==> config.mk <==
export PLATFORM = sky130hd
export DESIGN_NAME = bta_top
export DESIGN_NICKNAME = d
export VERILOG_FILES = /design/src/hdl/bta_snoop_decode.v /design/src/hdl/bta_top.v
export VERILOG_INCLUDE_DIRS = /design/src /design/src/hdl
export SDC_FILE = /design/constraint.sdc
export NUM_CORES = 1
export LEC_CHECK = 0
export BUFFER_PORTS_ARGS = -buffer_cell sky130_fd_sc_hd__buf_4
export CORE_ASPECT_RATIO = 1.25
export CORE_MARGIN = 1
export CORE_UTILIZATION = 35
export CTS_CLUSTER_DIAMETER = 120
export CTS_CLUSTER_SIZE = 28
export DETAILED_ROUTE_END_ITERATION = 10
export PLACE_DENSITY = 0.66
export SYNTH_ARGS = -nofsm -noshare
export SYNTH_HDL_FRONTEND = slang
export SYNTH_HIERARCHICAL = 1
export SYNTH_SLANG_ARGS = --single-unit
==> constraint.sdc <==
create_clock -name pclk -period 3.8 [get_ports pclk]
set_clock_uncertainty 0.05 [all_clocks]
set_input_delay 0.76 -clock pclk [delete_from_list [all_inputs] [get_ports pclk]]
set_output_delay 0.76 -clock pclk [all_outputs]
set_load 0.02 [all_outputs]
==> src/hdl/bta_consts.vh <==
// Purpose: Constants for the bus transfer attribute block
// Assumes: APB register map, 32-bit words
// Notes:   Transfer types are 5-bit codes, bit 4 first on the bus
`ifndef BTA_CONSTS_VH
`define BTA_CONSTS_VH
// Register byte offsets
`define BTA_OFF_CFG        12'h000
`define BTA_OFF_EAR        12'h004
`define BTA_OFF_SNOOP      12'h008
`define BTA_OFF_STATUS     12'h00C
// Config register fields
`define BTA_CFG_ABE        0
`define BTA_CFG_RST        32'h0000_0000
`define BTA_EAR_RST        32'h0000_0000
// Transfer types
`define BTA_TT_CLEAN       5'b00000
`define BTA_TT_FLUSH       5'b00100
`define BTA_TT_KILL        5'b01100
`define BTA_TT_ECOWX       5'b10100
`define BTA_TT_ECIWX       5'b11100
`define BTA_TT_WWF         5'b00010
`define BTA_TT_WWK         5'b00110
`define BTA_TT_READ        5'b01010
`define BTA_TT_RWITM       5'b01110
`define BTA_TT_WWFA        5'b10010
`define BTA_TT_RATOM       5'b11010
`define BTA_TT_RWITMA      5'b11110
`define BTA_TT_RWNITC      5'b01011
// Transfer codes
`define BTA_TC_DATA        2'b00
`define BTA_TC_TOUCH       2'b01
`define BTA_TC_IFETCH      2'b10
// Size codes
`define BTA_TSIZ_BURST     3'b010
// Snoop actions
`define BTA_ACT_NONE       3'd0
`define BTA_ACT_FLUSH_CAN  3'd1
`define BTA_ACT_KILL_CAN   3'd2
`define BTA_ACT_CLEAN_FL   3'd3
`define BTA_ACT_FLUSH      3'd4
`define BTA_ACT_CLEAN      3'd5
// Master request kinds
`define BTA_REQ_LOAD       3'd0
`define BTA_REQ_STORE      3'd1
`define BTA_REQ_CASTOUT    3'd2
`define BTA_REQ_CACHEOP    3'd3
`define BTA_REQ_ECIWX      3'd4
`define BTA_REQ_ECOWX      3'd5
`define BTA_REQ_STWCX      3'd6
// Cache op kinds
`define BTA_COP_DCBST      2'd0
`define BTA_COP_DCBF       2'd1
`define BTA_COP_DCBZ       2'd2
`define BTA_COP_DCBI       2'd3
`endif

==> src/hdl/bta_snoop_decode.v <==
// Purpose: Snoop hit action decode from the snooped transfer type
// Assumes: Inputs synchronous to pclk
// Notes:   Registered outputs, one cycle after the sample
`timescale 1ns/1ps
`include "bta_consts.vh"
module bta_snoop_decode
(
   input  wire       pclk,           // Bus clock
   input  wire       presetn,        // Async reset, low
   input  wire       snp_valid,      // Snooped address strobe
   input  wire       snp_hit,        // Address hits in cache
   input  wire       coherent_in,    // Global input
   input  wire       burst_in,       // Burst indicator input
   input  wire [4:0] snp_type,       // Snooped transfer type
   output reg        act_valid_q,    // Action valid pulse
   output reg  [2:0] act_q,          // Cache action
   output reg        act_single_q    // Snooped transfer was single beat
);

   // ----------------------------------------------------------
   // Action lookup
   // ----------------------------------------------------------
   function [2:0] bta_action;
      input [4:0] tt;
      begin
         case (tt)
            `BTA_TT_WWF,
            `BTA_TT_WWFA:   bta_action = `BTA_ACT_FLUSH_CAN;
            `BTA_TT_WWK,
            `BTA_TT_KILL:   bta_action = `BTA_ACT_KILL_CAN;
            `BTA_TT_READ,
            `BTA_TT_RATOM:  bta_action = `BTA_ACT_CLEAN_FL;
            `BTA_TT_RWITM,
            `BTA_TT_RWITMA: bta_action = `BTA_ACT_FLUSH;
            `BTA_TT_RWNITC: bta_action = `BTA_ACT_CLEAN;
            default:        bta_action = `BTA_ACT_NONE;
         endcase
      end
   endfunction

   // ----------------------------------------------------------
   // Registered decode, only for global transfers
   // ----------------------------------------------------------
   always @(posedge pclk or negedge presetn)
   begin
      if (!presetn)
      begin
         act_valid_q  <= 1'b0;
         act_q        <= `BTA_ACT_NONE;
         act_single_q <= 1'b0;
      end
      else
      begin
         act_valid_q <= snp_valid & snp_hit & coherent_in;
         if (snp_valid & snp_hit & coherent_in)
         begin
            act_q        <= bta_action(snp_type);
            act_single_q <= ~burst_in;
         end
      end
   end

endmodule // bta_snoop_decode

==> src/hdl/bta_top.v <==
// Purpose: Transfer attribute driver and snoop response for the system bus
// Assumes: One bus clock pclk, APB register access, inputs synchronous
// Notes:   Attribute outputs load with the address strobe and hold the tenure
//
// Contract
// - Snoop hit action by transfer type: flush, kill, clean, cancel reservation.
// - With broadcast enabled, cache ops issue clean, flush or kill address-only codes.
// - Single-beat size field: 000 is eight bytes, 001..111 one to seven.
// - Burst indicator only during bursts; burst size field is 010.
// - External control: access register bit 28 on burst, 29..31 on size.
// - Snooper samples burst input to spot single-beat no-cache reads.
// - Read codes 00 data, 01 touch, 10 fetch; writes drive 00.
// - Cache-inhibit asserted for uncached single-beat transfers from page attribute.
// - Cache-inhibit negated for line-allocating burst transfers.
// - Write-through mirrors page attribute on single-beat writes, else negated.
// - Global follows coherence attribute; copy-backs and fetches are nonglobal.
// - Snoop only when the global input is asserted.
// - Output replacement way being reloaded or written out.
// - Attributes drive, change and release with the address bus.
// - Inhibited and write-through stores use write-with-flush.
// - Cast-outs and snoop copy-backs use nonglobal write-with-kill.
`timescale 1ns/1ps
`include "bta_consts.vh"
module bta_top
(
   input  wire        pclk,               // Bus clock 40 MHz
   input  wire        presetn,            // Async reset, low
   // APB slave
   input  wire        psel,               // Slave select
   input  wire        penable,            // Access phase
   input  wire        pwrite,             // Write direction
   input  wire [11:0] paddr,              // Byte address
   input  wire [31:0] pwdata,             // Write data
   output reg  [31:0] prdata,             // Read data
   output reg         pready,             // Ready
   output reg         pslverr,            // Error on unmapped
   // Master request from the core
   input  wire        req_valid,          // Start of address tenure
   input  wire [2:0]  req_kind,           // Request kind
   input  wire [1:0]  req_cop,            // Cache op kind
   input  wire        req_burst,          // Burst transfer
   input  wire [2:0]  req_bytes,          // Byte count, 0 means eight
   input  wire        req_ifetch,         // Instruction fetch
   input  wire        req_touch,          // Touch load
   input  wire        req_snoop_copy,     // Copy-back caused by snoop
   input  wire        attr_inhibit,       // Page inhibit attribute
   input  wire        attr_wthru,         // Page write-through attribute
   input  wire        attr_coherent,      // Page coherence attribute
   input  wire [1:0]  req_way,            // Replacement way
   input  wire        addr_release,       // Address bus released
   // Snooper side
   input  wire        snp_valid,          // Snooped address strobe
   input  wire        snp_hit,            // Address hits in cache
   input  wire        coherent_in,        // Global input
   input  wire        burst_in,           // Burst indicator input
   input  wire [4:0]  snp_type,           // Snooped transfer type
   // Attribute outputs
   output reg         attr_oe,            // Attribute drive enable
   output reg  [4:0]  transfer_type,      // Transfer type
   output reg  [2:0]  transfer_size,      // Transfer size
   output reg         burst_indicator,    // Burst, high active
   output reg  [1:0]  transfer_code,      // Transfer code
   output reg         cache_inhibit_out,  // Cache inhibit, high active
   output reg         write_through_out,  // Write-through, high active
   output reg         coherent_global,    // Global, high active
   output reg  [1:0]  replacement_way,    // Cache way
   output reg         tenure_skip,        // Cache op issued no tenure
   // Snoop action
   output reg         snp_act_valid,      // Action pulse
   output reg  [2:0]  snp_act,            // Action code
   output reg         snp_act_single      // Snooped single-beat
);

   // ----------------------------------------------------------
   // Registers
   // ----------------------------------------------------------
   reg         abe_q;        // address_broadcast_enable
   reg  [31:0] ear_q;        // external_access_reg
   reg  [7:0]  tenure_cnt_q; // Tenures issued
   // Snoop decode results
   wire        act_valid;
   wire [2:0]  act;
   wire        act_single;

   // Completed access strobes
   wire apb_wr = psel & penable & pwrite & pready;
   wire apb_rd = psel & penable & ~pwrite & pready;

   // Offset decode for the four registers
   function mapped;
      input [11:0] a;
      begin
         mapped = (a == `BTA_OFF_CFG) | (a == `BTA_OFF_EAR) |
                  (a == `BTA_OFF_SNOOP) | (a == `BTA_OFF_STATUS);
      end
   endfunction

   // ----------------------------------------------------------
   // APB slave: one wait state, then ready
   // ----------------------------------------------------------
   always @(posedge pclk or negedge presetn)
   begin
      if (!presetn)
      begin
         pready  <= 1'b0;
         pslverr <= 1'b0;
         prdata  <= 32'h0000_0000;
         abe_q   <= 1'b0;
         ear_q   <= `BTA_EAR_RST;
      end
      else
      begin
         pready  <= psel & penable & ~pready;
         pslverr <= psel & penable & ~pready & ~mapped(paddr);
         // Writes land only on the completing edge
         if (apb_wr & (paddr == `BTA_OFF_CFG))
            abe_q <= pwdata[`BTA_CFG_ABE];
         if (apb_wr & (paddr == `BTA_OFF_EAR))
            ear_q <= pwdata;
         // Read data loaded in the wait cycle, shown with pready
         if (psel & penable & ~pready & ~pwrite)
         begin
            case (paddr)
               `BTA_OFF_CFG:    prdata <= {31'h0000_0000, abe_q};
               `BTA_OFF_EAR:    prdata <= ear_q;
               `BTA_OFF_SNOOP:  prdata <= {28'h000_0000, act_single, act};
               `BTA_OFF_STATUS: prdata <= {23'h00_0000, attr_oe, tenure_cnt_q};
               default:         prdata <= 32'h0000_0000;
            endcase
         end
         else if (apb_rd)
            prdata <= prdata;
      end
   end

   // ----------------------------------------------------------
   // Next attribute values from the request
   // ----------------------------------------------------------
   reg  [4:0] tt_d;
   reg  [2:0] sz_d;
   reg        bst_d;
   reg  [1:0] tc_d;
   reg        ci_d;
   reg        wt_d;
   reg        gbl_d;
   reg        issue_d;

   always @*
   begin
      tt_d    = `BTA_TT_READ;
      sz_d    = req_bytes;
      bst_d   = 1'b0;
      tc_d    = `BTA_TC_DATA;
      ci_d    = 1'b0;
      wt_d    = 1'b0;
      gbl_d   = attr_coherent;
      issue_d = 1'b1;
      // Defaults give a single-beat data read
      case (req_kind)
         `BTA_REQ_LOAD:
         begin
            bst_d = req_burst;
            tt_d  = req_burst ? `BTA_TT_RWITM : `BTA_TT_READ;
            ci_d  = ~req_burst & attr_inhibit;
            if (req_ifetch)
            begin
               tc_d  = `BTA_TC_IFETCH;
               gbl_d = 1'b0;
            end
            else if (req_touch)
               tc_d = `BTA_TC_TOUCH;
         end
         `BTA_REQ_STORE, `BTA_REQ_STWCX:
         begin
            tt_d = (req_kind == `BTA_REQ_STWCX) ? `BTA_TT_WWFA : `BTA_TT_WWF;
            ci_d = attr_inhibit;
            wt_d = attr_wthru;
         end
         `BTA_REQ_CASTOUT:
         begin
            tt_d  = `BTA_TT_WWK;
            bst_d = 1'b1;
            gbl_d = 1'b0;
         end
         `BTA_REQ_CACHEOP:
         begin
            issue_d = abe_q;
            case (req_cop)
               `BTA_COP_DCBST: tt_d = `BTA_TT_CLEAN;
               `BTA_COP_DCBF:  tt_d = `BTA_TT_FLUSH;
               default:        tt_d = `BTA_TT_KILL;
            endcase
         end
         `BTA_REQ_ECIWX, `BTA_REQ_ECOWX:
         begin
            tt_d  = (req_kind == `BTA_REQ_ECIWX) ? `BTA_TT_ECIWX : `BTA_TT_ECOWX;
            bst_d = ear_q[3];
            sz_d  = ear_q[2:0];
         end
         default:
            issue_d = 1'b0;
      endcase
      // Burst size overrides byte count, except for external control
      if (bst_d & (req_kind != `BTA_REQ_ECIWX) & (req_kind != `BTA_REQ_ECOWX))
         sz_d = `BTA_TSIZ_BURST;
      // Snoop copy-backs never go out global
      if (req_snoop_copy)
         gbl_d = 1'b0;
   end

   // ----------------------------------------------------------
   // Attribute outputs follow the address tenure
   // ----------------------------------------------------------
   always @(posedge pclk or negedge presetn)
   begin
      if (!presetn)
      begin
         attr_oe           <= 1'b0;
         transfer_type     <= 5'h00;
         transfer_size     <= 3'h0;
         burst_indicator   <= 1'b0;
         transfer_code     <= 2'h0;
         cache_inhibit_out <= 1'b0;
         write_through_out <= 1'b0;
         coherent_global   <= 1'b0;
         replacement_way   <= 2'h0;
         tenure_skip       <= 1'b0;
         tenure_cnt_q      <= 8'h00;
      end
      else
      begin
         // Cache op with broadcast off leaves the bus idle
         tenure_skip <= req_valid & ~issue_d;
         if (req_valid & issue_d)
         begin
            attr_oe           <= 1'b1;
            transfer_type     <= tt_d;
            transfer_size     <= sz_d;
            burst_indicator   <= bst_d;
            transfer_code     <= tc_d;
            cache_inhibit_out <= ci_d;
            write_through_out <= wt_d;
            coherent_global   <= gbl_d;
            replacement_way   <= req_way;
            tenure_cnt_q      <= tenure_cnt_q + 8'h01;
         end
         else if (addr_release)
         begin
            // Tenure ends: stop driving
            attr_oe         <= 1'b0;
            burst_indicator <= 1'b0;
         end
      end
   end

   // ----------------------------------------------------------
   // Snoop decode and output registers
   // ----------------------------------------------------------
   bta_snoop_decode u_snoop
   (
      .pclk         (pclk),
      .presetn      (presetn),
      .snp_valid    (snp_valid),
      .snp_hit      (snp_hit),
      .coherent_in  (coherent_in),
      .burst_in     (burst_in),
      .snp_type     (snp_type),
      .act_valid_q  (act_valid),
      .act_q        (act),
      .act_single_q (act_single)
   );

   // Extra stage so actions leave the block from flip-flops
   always @(posedge pclk or negedge presetn)
   begin
      if (!presetn)
      begin
         snp_act_valid  <= 1'b0;
         snp_act        <= `BTA_ACT_NONE;
         snp_act_single <= 1'b0;
      end
      else
      begin
         snp_act_valid  <= act_valid;
         snp_act        <= act;
         snp_act_single <= act_single;
      end
   end

endmodule // bta_top

# After elaboration in Yosys (flattened, before gate mapping)
# Memory sizes are Yosys's and may differ from the RTL's. A register that Yosys moved wholly into a read port is not among the register bits.
# Cells that the tools add are included.
word_totals:
  regBits: 100
  rom_bits: 96
  input_bits: 77
  out_inout_bits: 57
  elab_cells: 88
  mem_count: 1
classes:
  addsub: 1
  n_eq_ne: 12
  mux: 21
  bitwise: 24
  reduce_logical: 8
memory_table:
  columns: ["name", "depth", "word_bits", "rd", "rd_clocked_by_memory_dff", "wr", "line_no", "rtl"]
  rows:
  - ["(name not given)", 32, 3, 1, 1, 0, "bta_snoop_decode.v:26", "case (tt)"]
op_table:
  columns: ["operator", "count"]
  rows:
  - ["$pmux 32 s4", 1]
  - ["$pmux 5 s5", 1]
  - ["$eq 12x4->1 const B", 2]
  - ["$and 1x1->1", 15]
  - ["$eq 12x3->1 const B", 1]
  - ["$logic_not 12->1", 1]
  - ["$eq 3x3->1 const B", 3]
  - ["$mux 3", 3]
  - ["$add 8x1->8 const B", 1]
  - ["$pmux 4 s2", 1]
  - ["$mux 1", 7]
  - ["$eq 3x2->1 const B", 2]
  - ["$ne 3x3->1 const B", 2]
  - ["$not 1->1", 6]
  - ["$pmux 1 s2", 3]
  - ["$reduce_or 6->1", 1]
  - ["$mux 5", 1]
  - ["$mux 2", 2]
  - ["$mux 4", 1]
  - ["$reduce_or 2->1", 2]
  - ["$eq 3x1->1 const B", 1]
  - ["$logic_not 3->1", 1]
  - ["$or 1x1->1", 3]
  - ["$pmux 1 s3", 1]
  - ["other kinds (4)", 4]

# Logic depth before layout (Yosys ltp)
depth:
  word_depth: 6
  ltp_mapped: 5
  mapped_depth_nobuf: 4

# Modules after synthesis
# The synthesis kept the hierarchy.
by_module_without_submodules:
  columns: ["module", "n_inst", "cells_per_inst", "area_per_inst_um2", "seq_area_each_um2"]
  rows:
  - ["bta_top", 1, 305, 4216.5, 2427.3]
  - ["bta_snoop_decode", 1, 23, 234.0, 125.1]

# Least setup slack after synthesis
# No wires, ideal clock.
synth_path:
  path_type: "input -> register"
  startpoint: "input port paddr[5]"
  endpoint: "register ear_q[0]"
  setup_ns: 0.125
  arrival_time_ns: 1.830
  required_time_ns: 3.625
  path_slack_ns: 1.795
  path_stages: 4
  n_path_buf: 1
  path_cell_list: "nor4_4 > nand4_4 > buf_6 > mux2_4"
synth_between:
  elab_chain_cells: 2
synth_rtl:
  columns: ["item", "line_no", "rtl"]
  rows:
  - ["start, declared", "bta_top.v:32", "input wire [11:0] paddr,"]
  - ["$eq 12x3->1", null, null]
  - ["$and 1x1->1", "bta_top.v:118", "if (apb_wr & (paddr == `BTA_OFF_EAR))"]
  - ["end signal, assigned", "bta_top.v:109", "ear_q <= `BTA_EAR_RST;"]
  - ["end signal, assigned", "bta_top.v:119", "ear_q <= pwdata;"]
  - ["end, declared", "bta_top.v:78", "reg [31:0] ear_q;"]
# Every way passes these cells.
# A chain may end at the register's enable or synchronous reset.

# Final worst setup path
layout_path:
  startpoint: "input port paddr[3]"
  endpoint: "register ear_q[31]"
# The elaborated chain is that of the path after synthesis.

==> flow_summary.json <==
{
  "cts_made_buffers": 9,
  "ys_types": 55,
  "mostFrequentLayoutCells": "134 x buf_4, 102 x dfrtp_1, 30 x mux2_4",
  "grt_pass1_wl_mm": 16.5,
  "cts.sinks": 102,
  "hold_viol": 0,
  "final_common_cell": "buf_4",
  "maxSlewHeadroom": 0.313,
  "portBuffers": 132,
  "path_max_fanout": 32,
  "drt_wl_total_mm": 10.2,
  "critPathBufInv": 1,
  "max_freq_mhz": 403,
  "area_growth_pct": 31.7,
  "fin_crit_ns": 2.48,
  "vdd_drop_max_v": 0.000231,
  "hold_buffers": 0,
  "nNetsFinal": 531,
  "clk_pin_slew_ns": 0.07,
  "max_stage_delay_ns": 0.71,
  "cellLeakagePower_nw": 2.99,
  "synth_flop_cell": "dfrtp_1",
  "antenna_found_initial": 0,
  "drc": 0,
  "ioPinCount": 134,
  "synth-seq-area-share": 0.574,
  "post-route-period-util": 0.654,
  "cts_max_level": 3,
  "coreArea_um2": 12300,
  "syn_avg_cell_area_um2": 13.6,
  "maxCapViolCount": 0,
  "vias": 3112,
  "finalSetupTns_ns": 0,
  "status": "complete, no violations",
  "post_drt_wl_per_cell_um": 16.5,
  "synthArstFlopShare": 1.00,
  "synth_edf_count": 0,
  "num_rows": 45,
  "vias_per_cell": 5.00,
  "cts_setup_buffers": 0,
  "die_y_um": 128,
  "gp_congestion": 0.783,
  "met2_length_mm": 4.93,
  "cts_tree": "built",
  "highest_layer": "met4",
  "syn_inst": 328,
  "grt.overflow.total": 0,
  "grt_use_total": 0.164,
  "crit_chain": "buf_4 > nor4b_2 > nand4_4 > mux2_4",
  "wl_met1_mm": 4.63,
  "path_class": "input pin to flop",
  "dp_hpwl_mm": 7.46,
  "holdWs_ns": 0.304,
  "synth_seq_cells": 102,
  "yosys_warnings": 6,
  "rsz0062_at_grt": "no",
  "netlist_area_um2": 4450,
  "powerDensity_nw_per_um2": 429,
  "cp.arrival_ns": 2.65,
  "cp.required_ns": 3.97,
  "clockRootBuffer": "clkbuf_16",
  "layout-drive-gt1-share": 0.437,
  "clock_path_buffers": 2,
  "wl_met3_um": 517,
  "worst_slew_pin_slew_ns": 1.03,
  "ant_nets": 0,
  "first_pass_iters": 4,
  "final-max-slew-violation-count": 0,
  "num_antenna_cells": 0,
  "drt-initial-drc-count": 115,
  "synthesis.nets": 406,
  "dieArea_um2": 13200,
  "crit_path_end_kind": "flop",
  "die_w_um": 103,
  "grt_max_degree": 83,
  "grt_pass1_vias": 3305,
  "crit_path_top_delay_cell": "nand4_4",
  "cts_repair_resize_count": 0,
  "hold_path.class": "flop to flop",
  "setup_violations": 0,
  "start_kind": "input pin",
  "start_util": 0.363,
  "cpLargestDelayFamily": "simple AND/OR/NAND/NOR gates",
  "n_fill_cell": 1138,
  "clk_latency_ns": 0.34
}
==> state kept, by name, indices dropped and copies added, names as in the netlist, 2 cells and up <==
register         flops
snp_act              3
u_snoop/act_q        3
transfer_size        3
replacement_way      2
prdata              32
ear_q               32
transfer_type        4
transfer_code        2
tenure_cnt_q         8
==> layout make-up <==
type	count	area, um2	area share
Timing Repair Buffer	134	1010	0.172
Clock buffer	9	225	0.0384
Clock inverter	7	96.3	0.0164
Tap cell	164	205	0.0350
Multi-Input combinational cell	196	1740	0.296
Inverter	10	37.5	0.00641
Sequential cell	102	2550	0.436
==> metal layers <==
layer  track usage  vias up
met3        0.0387       14
met5             0        -
met4        0.0646        0
met2         0.262      100
li1              -     1460
met1         0.214     1538
==> report_power, final <==
| part | switching, mW | total (mW) | leakage [nW] | internal (mW) |
|---|---|---|---|---|
| combinational | 0.153 | 0.312 | 1.45 | 0.160 |
| clock | 0.406 | 0.987 | 0.160 | 0.581 |
| sequential | 0.0669 | 1.22 | 1.38 | 1.15 |
==> per-stage QoR <==
| step | util | instance area (um2) | std cells | total power [mW] | worst slack, ns |
|---|---|---|---|---|---|
| floorplan | - | 4450 | 328 | 1.38 | 1.79 |
| global placement | 0.451 | 5540 | 606 | 1.54 | 1.01 |
| detailed placement | 0.451 | 5540 | 606 | 1.55 | 0.936 |
| CTS | 0.477 | 5860 | 622 | 2.54 | 1.31 |
| global route | 0.477 | 5860 | 622 | 2.63 | 1.22 |
| finish | 0.477 | 5860 | 622 | 2.52 | 1.32 |
==> kinds of logic after synthesis <==
kind of cell               count (synthesis)  synth area share
DFF                                      102             0.574
AOI/OAI and AO/OA                         71             0.121
and+or+nand+nor                           65            0.0978
muxes                                     50             0.152
buffers and inverters                     30            0.0363
xor gates and xnor gates                   8            0.0157
adders and majority gates                  1           0.00281
other                                      1          0.000843
==> worst paths after layout <==
path | start | endpoint | slack (ns) | depth (start not counted)
hold reg to reg | u_snoop/act_valid_q$_DFF_PN0_ | snp_act_valid$_DFF_PN0_ | 0.30 | 0
hold / removal | u_snoop/act_valid_q$_DFF_PN0_ | snp_act_valid$_DFF_PN0_ | 0.30 | 0
setup / recovery | paddr[3] | ear_q[31]$_DFFE_PN0P_ | 1.32 | 4
min in group asynchronous | presetn | prdata[16]$_DFFE_PN0P_ | 0.54 | 1
setup reg to reg | pready$_DFF_PN0_ | ear_q[31]$_DFFE_PN0P_ | 1.65 | 3
max in group asynchronous | presetn | tenure_cnt_q[2]$_DFFE_PN0P_ | 2.26 | 2
==> cells in the mapped netlist (2+ instances only) <==
| cell type | count | area (um2) |
|---|---|---|
| nor2b_1 | 3 | 18.8 |
| o2bb2ai_1 | 3 | 26.3 |
| nand2_1 | 16 | 60.1 |
| a32o_1 | 2 | 20.0 |
| inv_1 | 10 | 37.5 |
| or2_2 | 3 | 18.8 |
| o221ai_1 | 2 | 17.5 |
| nand4_1 | 5 | 31.3 |
| nor2_1 | 6 | 22.5 |
| buf_4 | 2 | 15.0 |
| nand3_1 | 4 | 20.0 |
| a311oi_1 | 3 | 26.3 |
| a21oi_1 | 5 | 25.0 |
| xnor2_1 | 5 | 43.8 |
| mux2_2 | 10 | 113 |
| xor2_1 | 3 | 26.3 |
| nor3b_1 | 4 | 30.0 |
| a22o_1 | 23 | 201 |
| a31oi_1 | 2 | 12.5 |
| o21ai_0 | 12 | 60.1 |
| nand3b_1 | 2 | 15.0 |
| o2111ai_1 | 2 | 17.5 |
| dfrtp_1 | 102 | 2550 |
| a221oi_1 | 3 | 26.3 |
| and3_1 | 3 | 18.8 |
| mux2_4 | 30 | 450 |
| buf_6 | 5 | 56.3 |
| clkbuf_1 | 10 | 37.5 |
| nand2b_1 | 5 | 31.3 |
| o211ai_1 | 3 | 22.5 |
| o22a_1 | 2 | 17.5 |
| buf_2 | 3 | 15.0 |
| mux2i_1 | 9 | 90.1 |
| o31ai_1 | 3 | 22.5 |
| nor4_4 | 2 | 42.5 |
| o21a_1 | 2 | 15.0 |
Note: power is estimated with default switching activity, not from simulation.
